===== config.mk =====
export PLATFORM = sky130hd
export DESIGN_NAME = oefm_flags
export DESIGN_NICKNAME = d
export VERILOG_FILES = /design/src/oefm_pkg.sv /design/src/oefm_flags.sv
export VERILOG_INCLUDE_DIRS = /design/src
export SDC_FILE = /design/constraint.sdc
export NUM_CORES = 1
export LEC_CHECK = 0
export BUFFER_PORTS_ARGS = -buffer_cell sky130_fd_sc_hd__buf_4
export CELL_PAD_IN_SITES_DETAIL_PLACEMENT = 1
export CELL_PAD_IN_SITES_GLOBAL_PLACEMENT = 1
export CORE_MARGIN = 2
export CORE_UTILIZATION = 37
export DETAILED_ROUTE_END_ITERATION = 7
export GPL_TIMING_DRIVEN = 0
export PLACE_DENSITY = 0.78
export SYNTH_ARGS = -nofsm -noshare
export SYNTH_HDL_FRONTEND = slang
export SYNTH_SLANG_ARGS = --single-unit

===== constraint.sdc =====
create_clock -name clk_i -period 2.2 [get_ports clk_i]
set_input_delay 0.11 -clock clk_i [delete_from_list [all_inputs] [get_ports clk_i]]
set_output_delay 0.11 -clock clk_i [all_outputs]
set_load 0.01 [all_outputs]

===== src/oefm_map.svh =====
`ifndef OEFM_MAP_SVH
`define OEFM_MAP_SVH

// Register byte addresses (flags and condition word aligned; mask codes 0x069 and 0x0E9 are not)
`define OEFM_ADDR_FLAGS 12'h068
`define OEFM_ADDR_MASK 12'h069
`define OEFM_ADDR_MASK_W 12'h0E9
`define OEFM_ADDR_COND 12'h070

// Flag bit positions
`define OEFM_BIT_PLUG_ID 0
`define OEFM_BIT_SUPPLY 1
`define OEFM_BIT_SESS_END 2
`define OEFM_BIT_HOST_SESS 3
`define OEFM_BIT_PER_SESS 4
`define OEFM_BIT_REMOTE 5
`define OEFM_BIT_SUSPEND 6
`define OEFM_BIT_WAKEUP 7
`define OEFM_BIT_SRP 8
`define OEFM_BIT_LONG_SE0 9
`define OEFM_BIT_TIMEOUT 10

// Reset values and implemented bits
`define OEFM_RST_MASK 16'h0000
`define OEFM_RST_FLAGS 16'h0000
`define OEFM_IMPL_BITS 16'h07FF

// Timing
`define OEFM_CLK_HZ 20000000
`define OEFM_SUSPEND_US 3000
`define OEFM_LONG_SE0_US 2000

`endif


===== src/oefm_pkg.sv =====
package oefm_pkg;

    typedef struct packed {
        logic plug_id_level;
        logic host_supply_valid;
        logic periph_session_end;
        logic host_session_valid;
        logic periph_session_valid;
        logic remote_connected;
    } oefm_cond_t;

    typedef struct packed {
        logic bus_idle;
        logic bus_j;
        logic bus_k;
        logic bus_se0;
        logic session_request_seen;
        logic timeout_event;
    } oefm_line_t;

    typedef enum logic [1:0] {
        OEFM_ACTIVE,
        OEFM_SUSPENDED
    } oefm_port_state_t;

    typedef struct packed {
        logic [15:0] flags;
        logic [15:0] mask;
        oefm_cond_t cond;
        logic last_j;
        logic [31:0] idle_cnt;
        logic [31:0] se0_cnt;
        logic se0_done;
        oefm_port_state_t port_state;
        logic suspended;
        logic pready;
        logic pslverr;
        logic [31:0] prdata;
        logic irq;
    } oefm_state_t;

endpackage


===== src/oefm_flags.sv =====
`timescale 1ns/1ps
`default_nettype none
`include "oefm_map.svh"

module oefm_flags
    import oefm_pkg::*;
#(
    parameter int unsigned SUSPEND_CYCLES =
        (`OEFM_CLK_HZ / 1000000) * `OEFM_SUSPEND_US + 1,
    parameter int unsigned LONG_SE0_CYCLES =
        (`OEFM_CLK_HZ / 1000000) * `OEFM_LONG_SE0_US + 1
) (
    // Clock and reset
    input wire logic clk_i,
    input wire logic rst_i,
    // APB slave
    input wire logic psel_i,
    input wire logic penable_i,
    input wire logic pwrite_i,
    input wire logic [11:0] paddr_i,
    input wire logic [31:0] pwdata_i,
    output logic [31:0] prdata_o,
    output logic pready_o,
    output logic pslverr_o,
    // Port conditions and bus line states
    input wire oefm_cond_t cond_i,
    input wire oefm_line_t line_i,
    // Interrupt and status
    output logic irq_o,
    output logic suspended_o
);

    if (SUSPEND_CYCLES < 2 || LONG_SE0_CYCLES < 2) begin : g_bad_counts
        $error("oefm_flags: counts must be at least 2");
    end

    ////////////////////////////////////////////////////////////////////////
    oefm_state_t cur_ff;
    oefm_state_t nxt_cur;
    logic [15:0] ev;
    logic [15:0] w1c;
    logic access;
    logic mapped;
    logic [31:0] idle_lim;
    logic [31:0] se0_lim;

    assign idle_lim = 32'(SUSPEND_CYCLES);
    assign se0_lim = 32'(LONG_SE0_CYCLES);
    assign access = psel_i && penable_i && !cur_ff.pready;

    always_comb begin
        nxt_cur = cur_ff;
        ev = 16'h0000;
        w1c = 16'h0000;
        mapped = 1'b0;
        nxt_cur.cond = cond_i;
        // Edge detectors against last sampled condition
        ev[`OEFM_BIT_PLUG_ID] = cond_i.plug_id_level != cur_ff.cond.plug_id_level;
        ev[`OEFM_BIT_SUPPLY] =
            cond_i.host_supply_valid != cur_ff.cond.host_supply_valid;
        ev[`OEFM_BIT_SESS_END] =
            cond_i.periph_session_end != cur_ff.cond.periph_session_end;
        ev[`OEFM_BIT_HOST_SESS] =
            cond_i.host_session_valid != cur_ff.cond.host_session_valid;
        ev[`OEFM_BIT_PER_SESS] =
            cond_i.periph_session_valid != cur_ff.cond.periph_session_valid;
        ev[`OEFM_BIT_REMOTE] =
            cond_i.remote_connected != cur_ff.cond.remote_connected;
        ev[`OEFM_BIT_SRP] = line_i.session_request_seen;
        ev[`OEFM_BIT_TIMEOUT] = line_i.timeout_event;

        // Idle timer; suspend entered once idle exceeds 3 ms
        nxt_cur.last_j = line_i.bus_j;
        if (!line_i.bus_idle) begin
            nxt_cur.idle_cnt = 32'h00000000;
        end else if (cur_ff.idle_cnt < idle_lim) begin
            nxt_cur.idle_cnt = cur_ff.idle_cnt + 32'h00000001;
        end
        case (cur_ff.port_state)
            OEFM_ACTIVE: begin
                if (line_i.bus_idle && cur_ff.idle_cnt == idle_lim - 32'h00000001) begin
                    nxt_cur.port_state = OEFM_SUSPENDED;
                    ev[`OEFM_BIT_SUSPEND] = 1'b1;
                end
            end
            OEFM_SUSPENDED: begin
                // Only a J-to-K step counts as wakeup
                if (cur_ff.last_j && line_i.bus_k) begin
                    ev[`OEFM_BIT_WAKEUP] = 1'b1;
                    nxt_cur.port_state = OEFM_ACTIVE;
                end else if (!line_i.bus_idle) begin
                    nxt_cur.port_state = OEFM_ACTIVE;
                end
            end
            default: nxt_cur.port_state = OEFM_ACTIVE;
        endcase
        nxt_cur.suspended = nxt_cur.port_state == OEFM_SUSPENDED;

        // Long SE0 fires once per SE0 period
        if (!line_i.bus_se0) begin
            nxt_cur.se0_cnt = 32'h00000000;
            nxt_cur.se0_done = 1'b0;
        end else if (!cur_ff.se0_done) begin
            nxt_cur.se0_cnt = cur_ff.se0_cnt + 32'h00000001;
            if (cur_ff.se0_cnt == se0_lim - 32'h00000001) begin
                ev[`OEFM_BIT_LONG_SE0] = 1'b1;
                nxt_cur.se0_done = 1'b1;
            end
        end

        // APB: one wait state, answer in second access cycle
        nxt_cur.pready = access;
        nxt_cur.pslverr = 1'b0;
        if (access) begin
            nxt_cur.prdata = 32'h00000000;
            if (pwrite_i) begin
                case (paddr_i)
                    `OEFM_ADDR_FLAGS: begin
                        mapped = 1'b1;
                        w1c = pwdata_i[15:0] & `OEFM_IMPL_BITS;
                    end
                    `OEFM_ADDR_MASK_W: begin
                        mapped = 1'b1;
                        nxt_cur.mask = pwdata_i[15:0] & `OEFM_IMPL_BITS;
                    end
                    default: mapped = 1'b0;
                endcase
            end else begin
                case (paddr_i)
                    `OEFM_ADDR_FLAGS: begin
                        mapped = 1'b1;
                        nxt_cur.prdata = {16'h0000, cur_ff.flags};
                    end
                    `OEFM_ADDR_MASK: begin
                        mapped = 1'b1;
                        nxt_cur.prdata = {16'h0000, cur_ff.mask};
                    end
                    `OEFM_ADDR_COND: begin
                        mapped = 1'b1;
                        nxt_cur.prdata = {25'h0000000, cur_ff.port_state == OEFM_SUSPENDED,
                            cur_ff.cond};
                    end
                    default: mapped = 1'b0;
                endcase
            end
            nxt_cur.pslverr = !mapped;
        end

        // Set wins over clear; masking never blocks latching
        nxt_cur.flags = ((cur_ff.flags & ~w1c) | ev) & `OEFM_IMPL_BITS;
        // Per-bit gating covers all eleven flags, bits 0 through 10
        nxt_cur.irq = |(nxt_cur.flags & nxt_cur.mask);
    end

    always_ff @(posedge clk_i) begin
        if (rst_i) begin
            cur_ff.flags <= `OEFM_RST_FLAGS;
            cur_ff.mask <= `OEFM_RST_MASK;
            cur_ff.cond <= '0;
            cur_ff.last_j <= 1'b0;
            cur_ff.idle_cnt <= 32'h00000000;
            cur_ff.se0_cnt <= 32'h00000000;
            cur_ff.se0_done <= 1'b0;
            cur_ff.port_state <= OEFM_ACTIVE;
            cur_ff.suspended <= 1'b0;
            cur_ff.pready <= 1'b0;
            cur_ff.pslverr <= 1'b0;
            cur_ff.prdata <= 32'h00000000;
            cur_ff.irq <= 1'b0;
        end else begin
            cur_ff <= nxt_cur;
        end
    end

    assign prdata_o = cur_ff.prdata;
    assign pready_o = cur_ff.pready;
    assign pslverr_o = cur_ff.pslverr;
    assign irq_o = cur_ff.irq;
    assign suspended_o = cur_ff.suspended;

    ////////////////////////////////////////////////////////////////////////
    // Assertions
    logic past_valid_ff;
    always_ff @(posedge clk_i) begin
        if (rst_i) begin
            past_valid_ff <= 1'b0;
        end else begin
            past_valid_ff <= 1'b1;
        end
    end

    // Reference run lengths, kept apart from the datapath counters
    logic [31:0] idle_run_ff;
    logic [31:0] se0_run_ff;
    always_ff @(posedge clk_i) begin
        if (rst_i) begin
            idle_run_ff <= 32'h00000000;
            se0_run_ff <= 32'h00000000;
        end else begin
            if (!line_i.bus_idle) begin
                idle_run_ff <= 32'h00000000;
            end else if (idle_run_ff != 32'hFFFFFFFF) begin
                idle_run_ff <= idle_run_ff + 32'h00000001;
            end
            if (!line_i.bus_se0) begin
                se0_run_ff <= 32'h00000000;
            end else if (se0_run_ff != 32'hFFFFFFFF) begin
                se0_run_ff <= se0_run_ff + 32'h00000001;
            end
        end
    end
endmodule

`default_nettype wire


After elaboration in Yosys (flattened, before gate mapping)

Cells that the tools add are included.

Register bits after elaboration: 137
Bits of input ports: 61
Output and inout bits: 36

Add/subtract/negate cells: 2
$lt $le $gt $ge: 1
Equal/unequal tests: 14
Muxes and demuxes: 24
Bitwise logic cells: 7
Reductions and logical operators: 13

Operators with widths:

| cell                    | number |
|---|---|
| $add A32 B1 Y32 const B | 2 |
| $eq A32 B16 Y1 const B  | 2 |
| $mux W16                | 4 |
| $pmux W16 S3            | 1 |
| $eq A12 B7 Y1 const B   | 3 |
| $mux W11                | 3 |
| $mux W33                | 1 |
| $lt A32 B16 Y1 const B  | 1 |
| $and A11 B16 Y16        | 1 |
| $reduce_or A16 Y1       | 1 |
| $eq A12 B8 Y1 const B   | 1 |
| $and A11 B11 Y11        | 1 |
| $mux W1                 | 11 |
| $not A11 Y11            | 1 |
| $or A11 B11 Y11         | 1 |
| $reduce_or A2 Y1        | 4 |
| $mux W2                 | 3 |
| $ne A1 B1 Y1            | 6 |
| $eq A2 B1 Y1 const B    | 2 |
| $logic_and A1 B1 Y1     | 4 |
| $pmux W2 S2             | 1 |
| $not A1 Y1              | 3 |
| $reduce_or A3 Y1        | 1 |
| $logic_not A1 Y1        | 2 |
| $logic_not A2 Y1        | 1 |

Logic depth before layout (Yosys ltp)

Gate-level depths: netlist (run 1).

Depth in word-level cells: 9
Gate-level depth with buffers: 9
Mapped depth without buffers: 8

Worst setup path before layout (run 1)

No wires, ideal clock.

Kind: register to register
Start: register cur_ff, in the netlist pready_o
End: register cur_ff, in the netlist irq_o
Arrival: 2.043 ns
Slack: 0.023 ns
Stages on the path, launching flop included: 8
Cell sequence: dfxtp_1 -> and3b_1 -> clkbuf_1 -> nand3_1 -> nor2_1 -> mux2_2 -> a2111oi_0 -> a31oi_1

Cells in the longest elaborated chain, start to end: 8
Elaborated cells between the ends (all ways): 9

Ends and longest elaborated chain:

| element                 | line              | RTL |
|---|---|---|
| start, declared         | oefm_flags.sv:38  | `oefm_state_t cur_ff;` |
| start signal, assigned  | oefm_flags.sv:171 | `cur_ff <= nxt_cur;` |
| $logic_not A1 Y1 (*)    | oefm_flags.sv:49  | `assign access = psel_i && penable_i && !cur_ff.pready;` |
| $logic_and A1 B1 Y1 (*) | oefm_flags.sv:49  |  |
| $mux W11                | oefm_flags.sv:114 | `if (access) begin` |
| $not A11 Y11            | oefm_flags.sv:150 | `` nxt_cur.flags = ((cur_ff.flags & ~w1c) \| ev) & `OEFM_IMPL_BITS; `` |
| $and A11 B11 Y11        | oefm_flags.sv:150 |  |
| $or A11 B11 Y11         | oefm_flags.sv:150 |  |
| $and A11 B16 Y16 (*)    | oefm_flags.sv:152 | `nxt_cur.irq = \|(nxt_cur.flags & nxt_cur.mask);` |
| $reduce_or A16 Y1 (*)   | oefm_flags.sv:152 |  |

Every way passes the cells marked *; elsewhere a longest branch is shown, timed or not.
A chain may end at the register's enable or synchronous reset.

Worst setup path after layout (run 1)

Start: register cur_ff[78] in the netlist's numbering
End: register cur_ff[85] in the netlist's numbering

Cells in the longest elaborated chain, start to end: 1
Elaborated cells between the ends (all ways): 2

Ends and longest elaborated chain:

| element                                                  | line |
|---|---|
| $add A32 B1 Y32 / $lt A32 B16 Y1 (equally long branches) | oefm_flags.sv:77, oefm_flags.sv:76 |

Several ways; a longest one is shown, not always the timed one.

==> results of run 1 <==
cells in the final DEF (no fill, tap or decap), types with 20 or more instances in the layout:
cell type / instances
xnor2_1: 22
dfxtp_1: 108
nand2_1: 21
a21oi_1: 27
conb_1: 22
o21ai_0: 21
nor2_1: 64
nand3_1: 33
buf_4: 93
clkbuf_1: 20
and2_1: 21
through the flow:
step	hold slack, ns	instance area (µm²)
after floorplan	0.238	5100
after global placement	0.341	5720
after detailed placement	0.347	5720
after CTS	0.0450	6350
after global routing	0.0614	6500
final	0.0528	6500
logic make-up (layout without fill, tap and decap cells):
| group | count (synthesis) | in the layout | share of synthesized area (%) |
|---|---|---|---|
| AO/OA/AOI/OAI | 104 | 104 | 14.1 |
| XOR/XNOR | 35 | 35 | 6.11 |
| other | 1 | 23 | 0.0747 |
| buffers and inverters | 71 | 154 | 7.75 |
| AND/OR/NAND/NOR | 239 | 240 | 25.6 |
| flip-flops | 111 | 111 | 44.3 |
| multiplexers | 5 | 5 | 1.10 |
| adder cells (fa/ha/maj) | 4 | 4 | 0.997 |
state kept, by name (all words and copies together) (netlist names):
register / flops
cur_ff: 96
irq_o: 1
prdata_o: 11
pready_o: 1
pslverr_o: 1
suspended_o: 1
power groups by stage:
stage	combinational [µW]	clock [µW]	sequential [µW]
2_1_floorplan	132	0	2090
3_3_place_gp	228	0	2100
3_5_place_dp	237	0	2100
4_1_cts	254	2000	2050
5_1_grt	281	2080	2060
6_report	258	1970	2050
final timing paths:
check	from	to	slack, ns	depth (start not counted)
min reg2reg	cur_ff[94]$_SDFFE_PP0N_	cur_ff[94]$_SDFFE_PP0N_	0.48	1
min	line_i[0]	cur_ff[136]$_SDFF_PP0_	0.05	3
max	cur_ff[78]$_SDFFE_PP0N_	cur_ff[85]$_SDFFE_PP0N_	-0.06	6
max reg2reg	cur_ff[78]$_SDFFE_PP0N_	cur_ff[85]$_SDFFE_PP0N_	-0.06	6
what timing repair did:
item / CTS / global route
endpoints found under the hold margin: 7 / 0
hold buffers: 7 / 0
pin swaps: 18 / 13
gates cloned: 0 / 2
setup buffers: 6 / 2
endpoints found under the setup margin: 33 / 33
gates resized for setup: 32 / 24
layout make-up:
class	count	area [µm²]	share of cell area (%)
Multi-Input combinational cell	410	2730	42.0
Tap cell	176	220	3.39
Buffer	55	345	5.31
Clock buffer	9	225	3.47
Antenna cell	1	2.50	0.0385
Timing Repair Buffer	70	564	8.68
Sequential cell	111	2230	34.3
Clock inverter	7	135	2.08
Inverter	13	48.8	0.751
routing by layer:
metal,up-vias,GRT usage [%]
li1,2188,-
met2,99,34.2
met4,0,6.32
met1,2216,25.2
met3,19,4.34
met5,-,0
worst reg2reg max path: stages (launching register included):
cell	delay [ns]
dfxtp_1	0.40
nor4_1	0.28
and2_4	0.21
o31ai_4	0.09
or4_4	0.55
or4_4	0.51
a21oi_2	0.14
==> impl_metrics.csv, run 1 <==
group,metric,value,unit
clocking,numCtsBuffers,9,
setup_path,startpoint_type,"register",
sta,layout_min_cycle_time,2.26,ns
global_route,grt_max_degree,18,
setup_path,cp_max_fo,8,
synthesis,ys_seq_area_share,44.3,%
sta,rsz0062_at_grt,"yes",
global_route,grt_overflow,0,
setup_path,critPathCaptureType,"register",
sta,period_share,103,%
setup_path,crit_chain,"nor4_1 > and2_4 > o31ai_4 > or4_4 > or4_4 > a21oi_2",
clocking,clk_latency,0.36,ns
sta,report.final.setup_viol,5,
floorplan,rows,42,
sta,final-max-slew-violation-count,0,
cells_and_area,finalNonFillerCells,852,
run_status,violations,"setup timing",
global_route,grt_pass1_wl,23.0,mm
min_path,hp-class,"in -> reg",
route,firstDrtPassIters,4,
setup_path,path_buf_inv,0,
power_and_ir_drop,pwr-share-seq,48.0,%
route,wl_per_cell,17.0,µm
synthesis,synth_area_leaders,"dfxtp_1, nor2_1, buf_4",
synthesis,syn_inst,570,
power_and_ir_drop,switching_share,21.0,%
floorplan,num_io_pins,97,
synthesis,synth_largest_area_cell,"dfxtp_1",
setup_path,cp_slowest_cell,"or4_4",
power_and_ir_drop,power_density,658,nW/µm²
synthesis,ys_async_sr_fraction,0,%
sta,fin_worst_skew,0.00757,ns
cells_and_area,fillers,1553,
cells_and_area,final_core_util,49.1,%
cells_and_area,layout.nets,735,
place,pre_cts_ws,-0.591,ns
floorplan,die_h,120,µm
run,max_cap_violations,0,
power_and_ir_drop,p_leak,0.00240,µW
route,drc,0,
synthesis,synth_edf_count,0,
floorplan,start_util,37.9,%
synthesis,yosysWarnings,0,
synthesis,syn_area_per_cell,8.80,µm²
sta,worst_pin_slew,0.733,ns
clocking,htree_levels,3,
clocking,cts_tree,"done",
clocking,clock-sinks,111,
setup_path,worstPathRequired,2.49,ns
synthesis,synthTopCellsByCount,"dfxtp_1, nor2_1, nand3_1",
synthesis,yosysUniqueCellTypes,51,
power_and_ir_drop,pwr-share-comb,6.0,%
synthesis,synth_top_cell_area_share,44.3,%
synthesis,syn-cell-area,5020,µm²
setup_path,critical-path-top-delay-family,"simple AND/OR/NAND/NOR gates",
route,antenna_left,0,
route,wl_met3,634,µm
clocking,cts_buffer_depth,2,
power_and_ir_drop,p_sw,899,µW
power_and_ir_drop,pwr-share-clk,45.9,%
sta,max_slew_margin,51.1,%
setup_path,arrival,2.55,ns
place,dp.cells,821,
sta,fmax,443,MHz
clocking,clk_pin_slew,0.07,ns
run_status,status,"finished, violations left",
global_route,track_usage,20.0,%
setup_path,crit_type,"reg -> reg",
setup_path,max_stage_delay,0.55,ns
floorplan,die_x,120,µm
global_route,grt_pass1_vias,4619,
floorplan,core-area,13200,µm²
route,vias,4522,
route,m1WireLength,6.42,mm
synthesis,yosysMostFrequentCell,"dfxtp_1",
route,wl_met2,7.27,mm
power_and_ir_drop,ir_drop,0.415,mV
synthesis,ys.flop_type,"dfxtp_1",
cells_and_area,area_growth,29.5,%
global_route,grt_antenna_before_repair,1,
route,via_per_inst,5.31,
place,place_hpwl,10.3,mm
sta,finalHoldViolCount,0,
floorplan,dieArea,14500,µm²
route,routed.top_layer,"met4",
clocking,root_buffer,"clkbuf_16",
setup_path,cpMostUsedCell,"or4_4",
route,drt_wl_total,14.5,mm
sta,fin_ws,-0.0575,ns
synthesis,ys_ff_latch,111,
place,gp_congestion,0.829,
place,port_buffers,54,
sta,finalSetupTns,-0.195,ns
power_and_ir_drop,internal_power,3380,µW
power_and_ir_drop,p_total,4280,µW
route,drtIter0Drc,293,
cells_and_area,layout-drive-gt1-share,22.7,%
No activity file was read; power rests on OpenSTA's default activity.
==> run 2: changes to the inputs <==
Settings changed: ABC_AREA set to 1, CORE_UTILIZATION 37 to 36, PLACE_DENSITY 0.78 to 0.79.
==> run 2 against run 1 <==
  * The flow now finishes without violations
  * Power is 8.4% lower
  * Sequential cell count stayed put
  * Sequential power hardly changed
  * Final area is 6.2% higher
  * Maximum frequency is 20% higher
==> impl_metrics.csv, run 2 <==
group,metric,value,unit
global_route,grt_pass1_vias,5368,
global_route,use_met2,32.8,%
setup_path,cpMostUsedCell,"nand2_1",
power_and_ir_drop,ir_drop,0.424,mV
cells_and_area,seqCellArea,2220,µm²
power_and_ir_drop,p_leak,0.00286,µW
setup_path,critical-path-top-delay-family,"simple AND/OR/NAND/NOR gates",
floorplan,rows,46,
setup_path,max_stage_delay,0.53,ns
clocking,clock-sinks,111,
synthesis,ys.flop_type,"dfxtp_1",
floorplan,dieArea,17100,µm²
clocking,clk_pin_slew,0.08,ns
floorplan,core-area,15800,µm²
clocking,clk_latency,0.36,ns
clocking,root_buffer,"clkbuf_16",
clocking,cts_tree,"done",
synthesis,synth_top_cell_area_share,38.4,%
global_route,grt_max_degree,20,
sta,final-max-slew-violation-count,0,
sta,max_slew_margin,53.7,%
synthesis,ys_seq_area_share,38.4,%
floorplan,start_util,36.6,%
run,max_cap_violations,0,
cells_and_area,regMostFlops,"cur_ff",
global_route,grt_overflow,0,
route,vias,5400,
floorplan,die_x,131,µm
sta,worst_pin_slew,0.695,ns
global_route,gr-usage-met3,4.44,%
synthesis,synthTopCellsByCount,"nand2_1, inv_1, dfxtp_1",
clocking,numCtsBuffers,9,
sta,finalHoldViolCount,0,
cells_and_area,layout-drive-gt1-share,15.6,%
synthesis,synth_largest_area_cell,"dfxtp_1",
route,wl_per_cell,13.1,µm
setup_path,worstPathRequired,2.47,ns
route,via_per_inst,4.64,
cells_and_area,multi_input_area,2810,µm²
run_status,status,"finished, final reports clean",
cells_and_area,largest_reg_flops,96,
setup_path,cp_slowest_cell,"dlygate4sd3_1",
synthesis,synth_edf_count,0,
clocking,cts_buffer_depth,2,
route,drtIter0Drc,254,
synthesis,syn_area_per_cell,6.80,µm²
sta,fmax,530,MHz
global_route,grt.met1_usage,23.4,%
setup_path,cp_max_fo,10,
synthesis,yosysUniqueCellTypes,42,
setup_path,crit_chain,"dlygate4sd3_1 > buf_4 > nand4_4 > clkinv_2 > nand2_1 > o21ai_1 > nand2_1 > nand2_1 > nand2_1 > nor2_1 > nand3_1 > nand2_1 > inv_1",
place,port_buffers,53,
power_and_ir_drop,power_density,568,nW/µm²
synthesis,yosysMostFrequentCell,"nand2_1",
sta,finalSetupTns,0,ns
synthesis,syn-cell-area,5790,µm²
sta,report.final.setup_viol,0,
synthesis,yosysWarnings,0,
floorplan,die_h,131,µm
route,drt_wl_total,15.3,mm
setup_path,path_buf_inv,4,
setup_path,crit_type,"in -> reg",
setup_path,startpoint_type,"primary input",
global_route,track_usage,18.9,%
sta,fin_worst_skew,0.0102,ns
sta,rsz0062_at_grt,"no",
place,gp_congestion,0.807,
global_route,busiest_layer,"met2",
route,firstDrtPassIters,4,
clocking,htree_levels,3,
synthesis,synth_area_leaders,"dfxtp_1, nand2_1, inv_1",
cells_and_area,final_core_util,43.6,%
route,drc,0,
cells_and_area,area_growth,19.1,%
cells_and_area,mostFrequentLayoutCell,"nand2_1",
route,antenna_left,0,
sta,period_share,85.8,%
global_route,grt_antenna_before_repair,0,
global_route,grt_pass1_wl,25.5,mm
cells_and_area,fillers,2068,
synthesis,syn_inst,851,
cells_and_area,final_cell_mix,"nand2_1, inv_1, dfxtp_1",
synthesis,ys_ff_latch,111,
setup_path,critPathCaptureType,"register",
sta,layout_min_cycle_time,1.89,ns
synthesis,ys_async_sr_fraction,0,%
floorplan,num_io_pins,97,
min_path,hp-class,"in -> reg",
cells_and_area,layout.nets,1009,
setup_path,arrival,2.15,ns
sta,timing.hold.ws,0.0429,ns
place,place_hpwl,11.8,mm
cells_and_area,n_antenna_cell,0,
[run 2: metrics by stage]
step                std cells  area, µm²  total power [µW]  worst slack (ns)
floorplan                 872       5870              2260             0.652
global route             1165       6900              4100            0.0733
CTS                      1165       6900              3990             0.259
detailed placement       1141       6540              2370             0.294
global placement         1141       6540              2370             0.296
finish                   1165       6900              3920             0.313
[run 2: cell type report]
| cell class | count | share of cell area, % |
|---|---|---|
| tap | 216 | 3.92 |
| clock buffer | 9 | 3.27 |
| sequential | 111 | 32.2 |
| inverter | 134 | 7.31 |
| multi-input combinational | 577 | 40.7 |
| buffer | 50 | 4.90 |
| timing repair buffer | 61 | 6.93 |
| clock inverter | 7 | 0.780 |
[run 2: path summary, 6_finish.rpt]
path,startpoint,to,slack (ns),depth (start not counted)
min,line_i[0],cur_ff[136]$_SDFF_PP0_,0.04,3
max reg2reg,cur_ff[39]$_SDFFE_PP0N_,cur_ff[59]$_SDFFE_PP0N_,0.34,10
max,pwrite_i,irq_o$_SDFF_PP0_,0.31,13
min reg2reg,cur_ff[92]$_SDFFE_PP0N_,cur_ff[92]$_SDFFE_PP0N_,0.43,2
[run 2: where the power goes]
group,internal (µW),switching [µW]
Sequential,2030,16.4
Combinational,127,165
Clock,779,796
[run 2: worst reg2reg max path, delay by kind of cell (launching register included)]
family | cells | cell delay (ns)
simple gates | 5 | 0.80
flops | 1 | 0.37
buf+inv | 2 | 0.18
fa+ha+maj | 1 | 0.18
compound gates | 2 | 0.22
[run 2: cells by family after synthesis]
logic type	share of synthesized area (%)
AOI/OAI and AO/OA	10.3
xor gates and xnor gates	3.48
adders and majority gates	0.865
buffers and inverters	14.5
DFF	38.4
other	0.0648
and+or+nand+nor	32.4
[run 2: repair_timing]
| action | 4_1_cts | 5_1_grt |
|---|---|---|
| hold buffers | 8 | 0 |
| setup buffers | 0 | 0 |
| hold endpoints to repair | 8 | 0 |
| setup endpoints to repair | 0 | 1 |
| gates resized for setup | 0 | 1 |
[run 2: layer usage]
metal	wire length [µm]	part of all wire, %	up-vias
met3	573	3.7	18
met1	7140	47	2499
met4	221	1.4	0
li1	-	-	2805
met2	7380	48	78
met5	0	0	-
==> run 3: changes to the inputs <==
Settings changed: BUFFER_PORTS_ARGS -buffer_cell sky130_fd_sc_hd__buf_4 to not set, CORE_UTILIZATION 36 to 41, DONT_BUFFER_PORTS set to 1, SLEW_MARGIN set to 20.
==> run 3 against run 2 <==
  * Clock power is 3% higher
  * Critical endpoint is now cur_ff[69]$_SDFFE_PP0N_
  * Final cell count fell by 7.0%
  * Combinational power fell by 18%
  * Hold slack lost 0.033 ns
  * Critical path depth is 3 lower
  * Power barely moved
  * Maximum frequency up 1.4%
  * Register-to-register slack is essentially flat
  * Final area fell by 5.2%
  * Sequential share of layout area up 1.8 points
==> impl_metrics.csv, run 3 (synthesis results as in run 2) <==
group,metric,value,unit
cells_and_area,area_growth,13.0,%
run,max_cap_violations,0,
setup_path,r2r_setup_slack,0.34,ns
floorplan,core-area,13800,µm²
setup_path,rr_worst_depth,10,
sta,layout_min_cycle_time,1.86,ns
floorplan,die_h,123,µm
global_route,busiest_layer,"met2",
place,port_buffers,0,
clocking,cts_tree,"done",
sta,period_share,84.6,%
route,vias,5281,
clocking,ctsHoldBuffers,15,
sta,fin_ws,0.339,ns
power_and_ir_drop,p_total,3920,µW
route,drtIter0Drc,263,
min_path,whs_path_depth,4,
clocking,cts_buffer_depth,2,
place,gp_congestion,0.830,
setup_path,critPathCaptureType,"register",
global_route,grt_pass1_wl,24.6,mm
setup_path,cp_max_fo,3,
global_route,grt.met1_usage,25.3,%
cells_and_area,final_cell_mix,"nand2_1, inv_1, dfxtp_1",
route,drt_wl_total,14.8,mm
setup_path,arrival,2.12,ns
sta,fmax,537,MHz
cells_and_area,regMostFlops,"cur_ff",
clocking,cts_resized,0,
global_route,grt_overflow,0,
place,place_hpwl,11.2,mm
clocking,clk_latency,0.36,ns
route,drc,0,
floorplan,start_util,41.9,%
route,firstDrtPassIters,4,
cells_and_area,mostFrequentLayoutCell,"nand2_1",
route,via_per_inst,4.88,
sta,rsz0062_at_grt,"no",
clocking,numCtsBuffers,9,
global_route,grt_max_degree,17,
power_and_ir_drop,power_density,599,nW/µm²
sta,finalHoldViolCount,0,
global_route,grt_antenna_before_repair,0,
sta,worst_pin_slew,0.634,ns
sta,final-max-slew-violation-count,0,
global_route,grt_pass1_vias,5157,
sta,max_slew_margin,57.7,%
route,wl_per_cell,13.7,µm
global_route,track_usage,20.9,%
cells_and_area,layout-drive-gt1-share,10.3,%
clocking,clock-sinks,111,
sta,report.final.setup_viol,0,
power_and_ir_drop,ir_drop,0.446,mV
floorplan,die_x,123,µm
setup_path,startpoint_type,"register",
cells_and_area,fillers,1833,
power_and_ir_drop,p_leak,0.00264,µW
sta,finalSetupTns,0,ns
clocking,htree_levels,3,
clocking,cts_setup_buffers,0,
global_route,gr-usage-met3,4.88,%
min_path,hp-class,"in -> reg",
cells_and_area,largest_reg_flops,96,
floorplan,num_io_pins,97,
floorplan,dieArea,15100,µm²
place,pre_cts_ws,0.281,ns
cells_and_area,layout.nets,963,
floorplan,rows,43,
clocking,root_buffer,"clkbuf_16",
clocking,clk_pin_slew,0.07,ns
cells_and_area,n_antenna_cell,0,
route,antenna_left,0,
setup_path,crit_type,"reg -> reg",
sta,fin_worst_skew,0.00964,ns
run_status,status,"finished, final reports clean",
setup_path,worstPathRequired,2.45,ns
global_route,use_met2,36.9,%
run 3: metrics by stage:
step	util (%)	cell area [µm²]	hold slack (ns)	cells
after CTS	47.3	6540	0.0000218	1083
after global placement	44.1	6090	0.219	1052
final	47.3	6540	0.00956	1083
after floorplan	-	5870	0.217	872
after global routing	47.3	6540	0.0175	1083
after detailed placement	44.1	6090	0.222	1052
run 3: worst max-delay path: stages, from the launching register on:
cell and delay (ns):
dfxtp_1 0.35, ha_1 0.17, inv_1 0.10, nor3_4 0.21
nand2_1 0.12, nor2_1 0.19, nand4_1 0.15, nor2_2 0.16
nand3_1 0.12, o21ai_1 0.14, nor2_1 0.05
run 3: path summary, 6_finish.rpt:
kind	from	endpoint
worst max-delay path	cur_ff[39]$_SDFFE_PP0N_	cur_ff[69]$_SDFFE_PP0N_
worst min-delay path	pwdata_i[4]	cur_ff[114]$_SDFF_PP0_
worst max register to register	cur_ff[39]$_SDFFE_PP0N_	cur_ff[69]$_SDFFE_PP0N_
worst min register to register	cur_ff[97]$_SDFFE_PP0N_	cur_ff[97]$_SDFFE_PP0N_
run 3: report_power, final:
group	internal [µW]	total, µW	switching [µW]
logic	91.7	239	147
clock network	892	1630	737
registers	2030	2050	16.8
run 3: routing by layer:
| metal | share of wire, % | wire (µm) |
|---|---|---|
| met1 | 45 | 6650 |
| met2 | 49 | 7270 |
| met3 | 4.5 | 661 |
| met4 | 1.4 | 210 |
| met5 | 0 | 0 |
run 3: layout make-up:
class	count	area (µm²)	area share (%)
buffer	50	338	5.17
clock buffer	14	284	4.34
clock inverter	2	12.5	0.191
inverter	134	504	7.71
multi-input combinational	577	2800	42.9
sequential	111	2220	34.0
tap	180	225	3.44
timing repair buffer	15	150	2.30
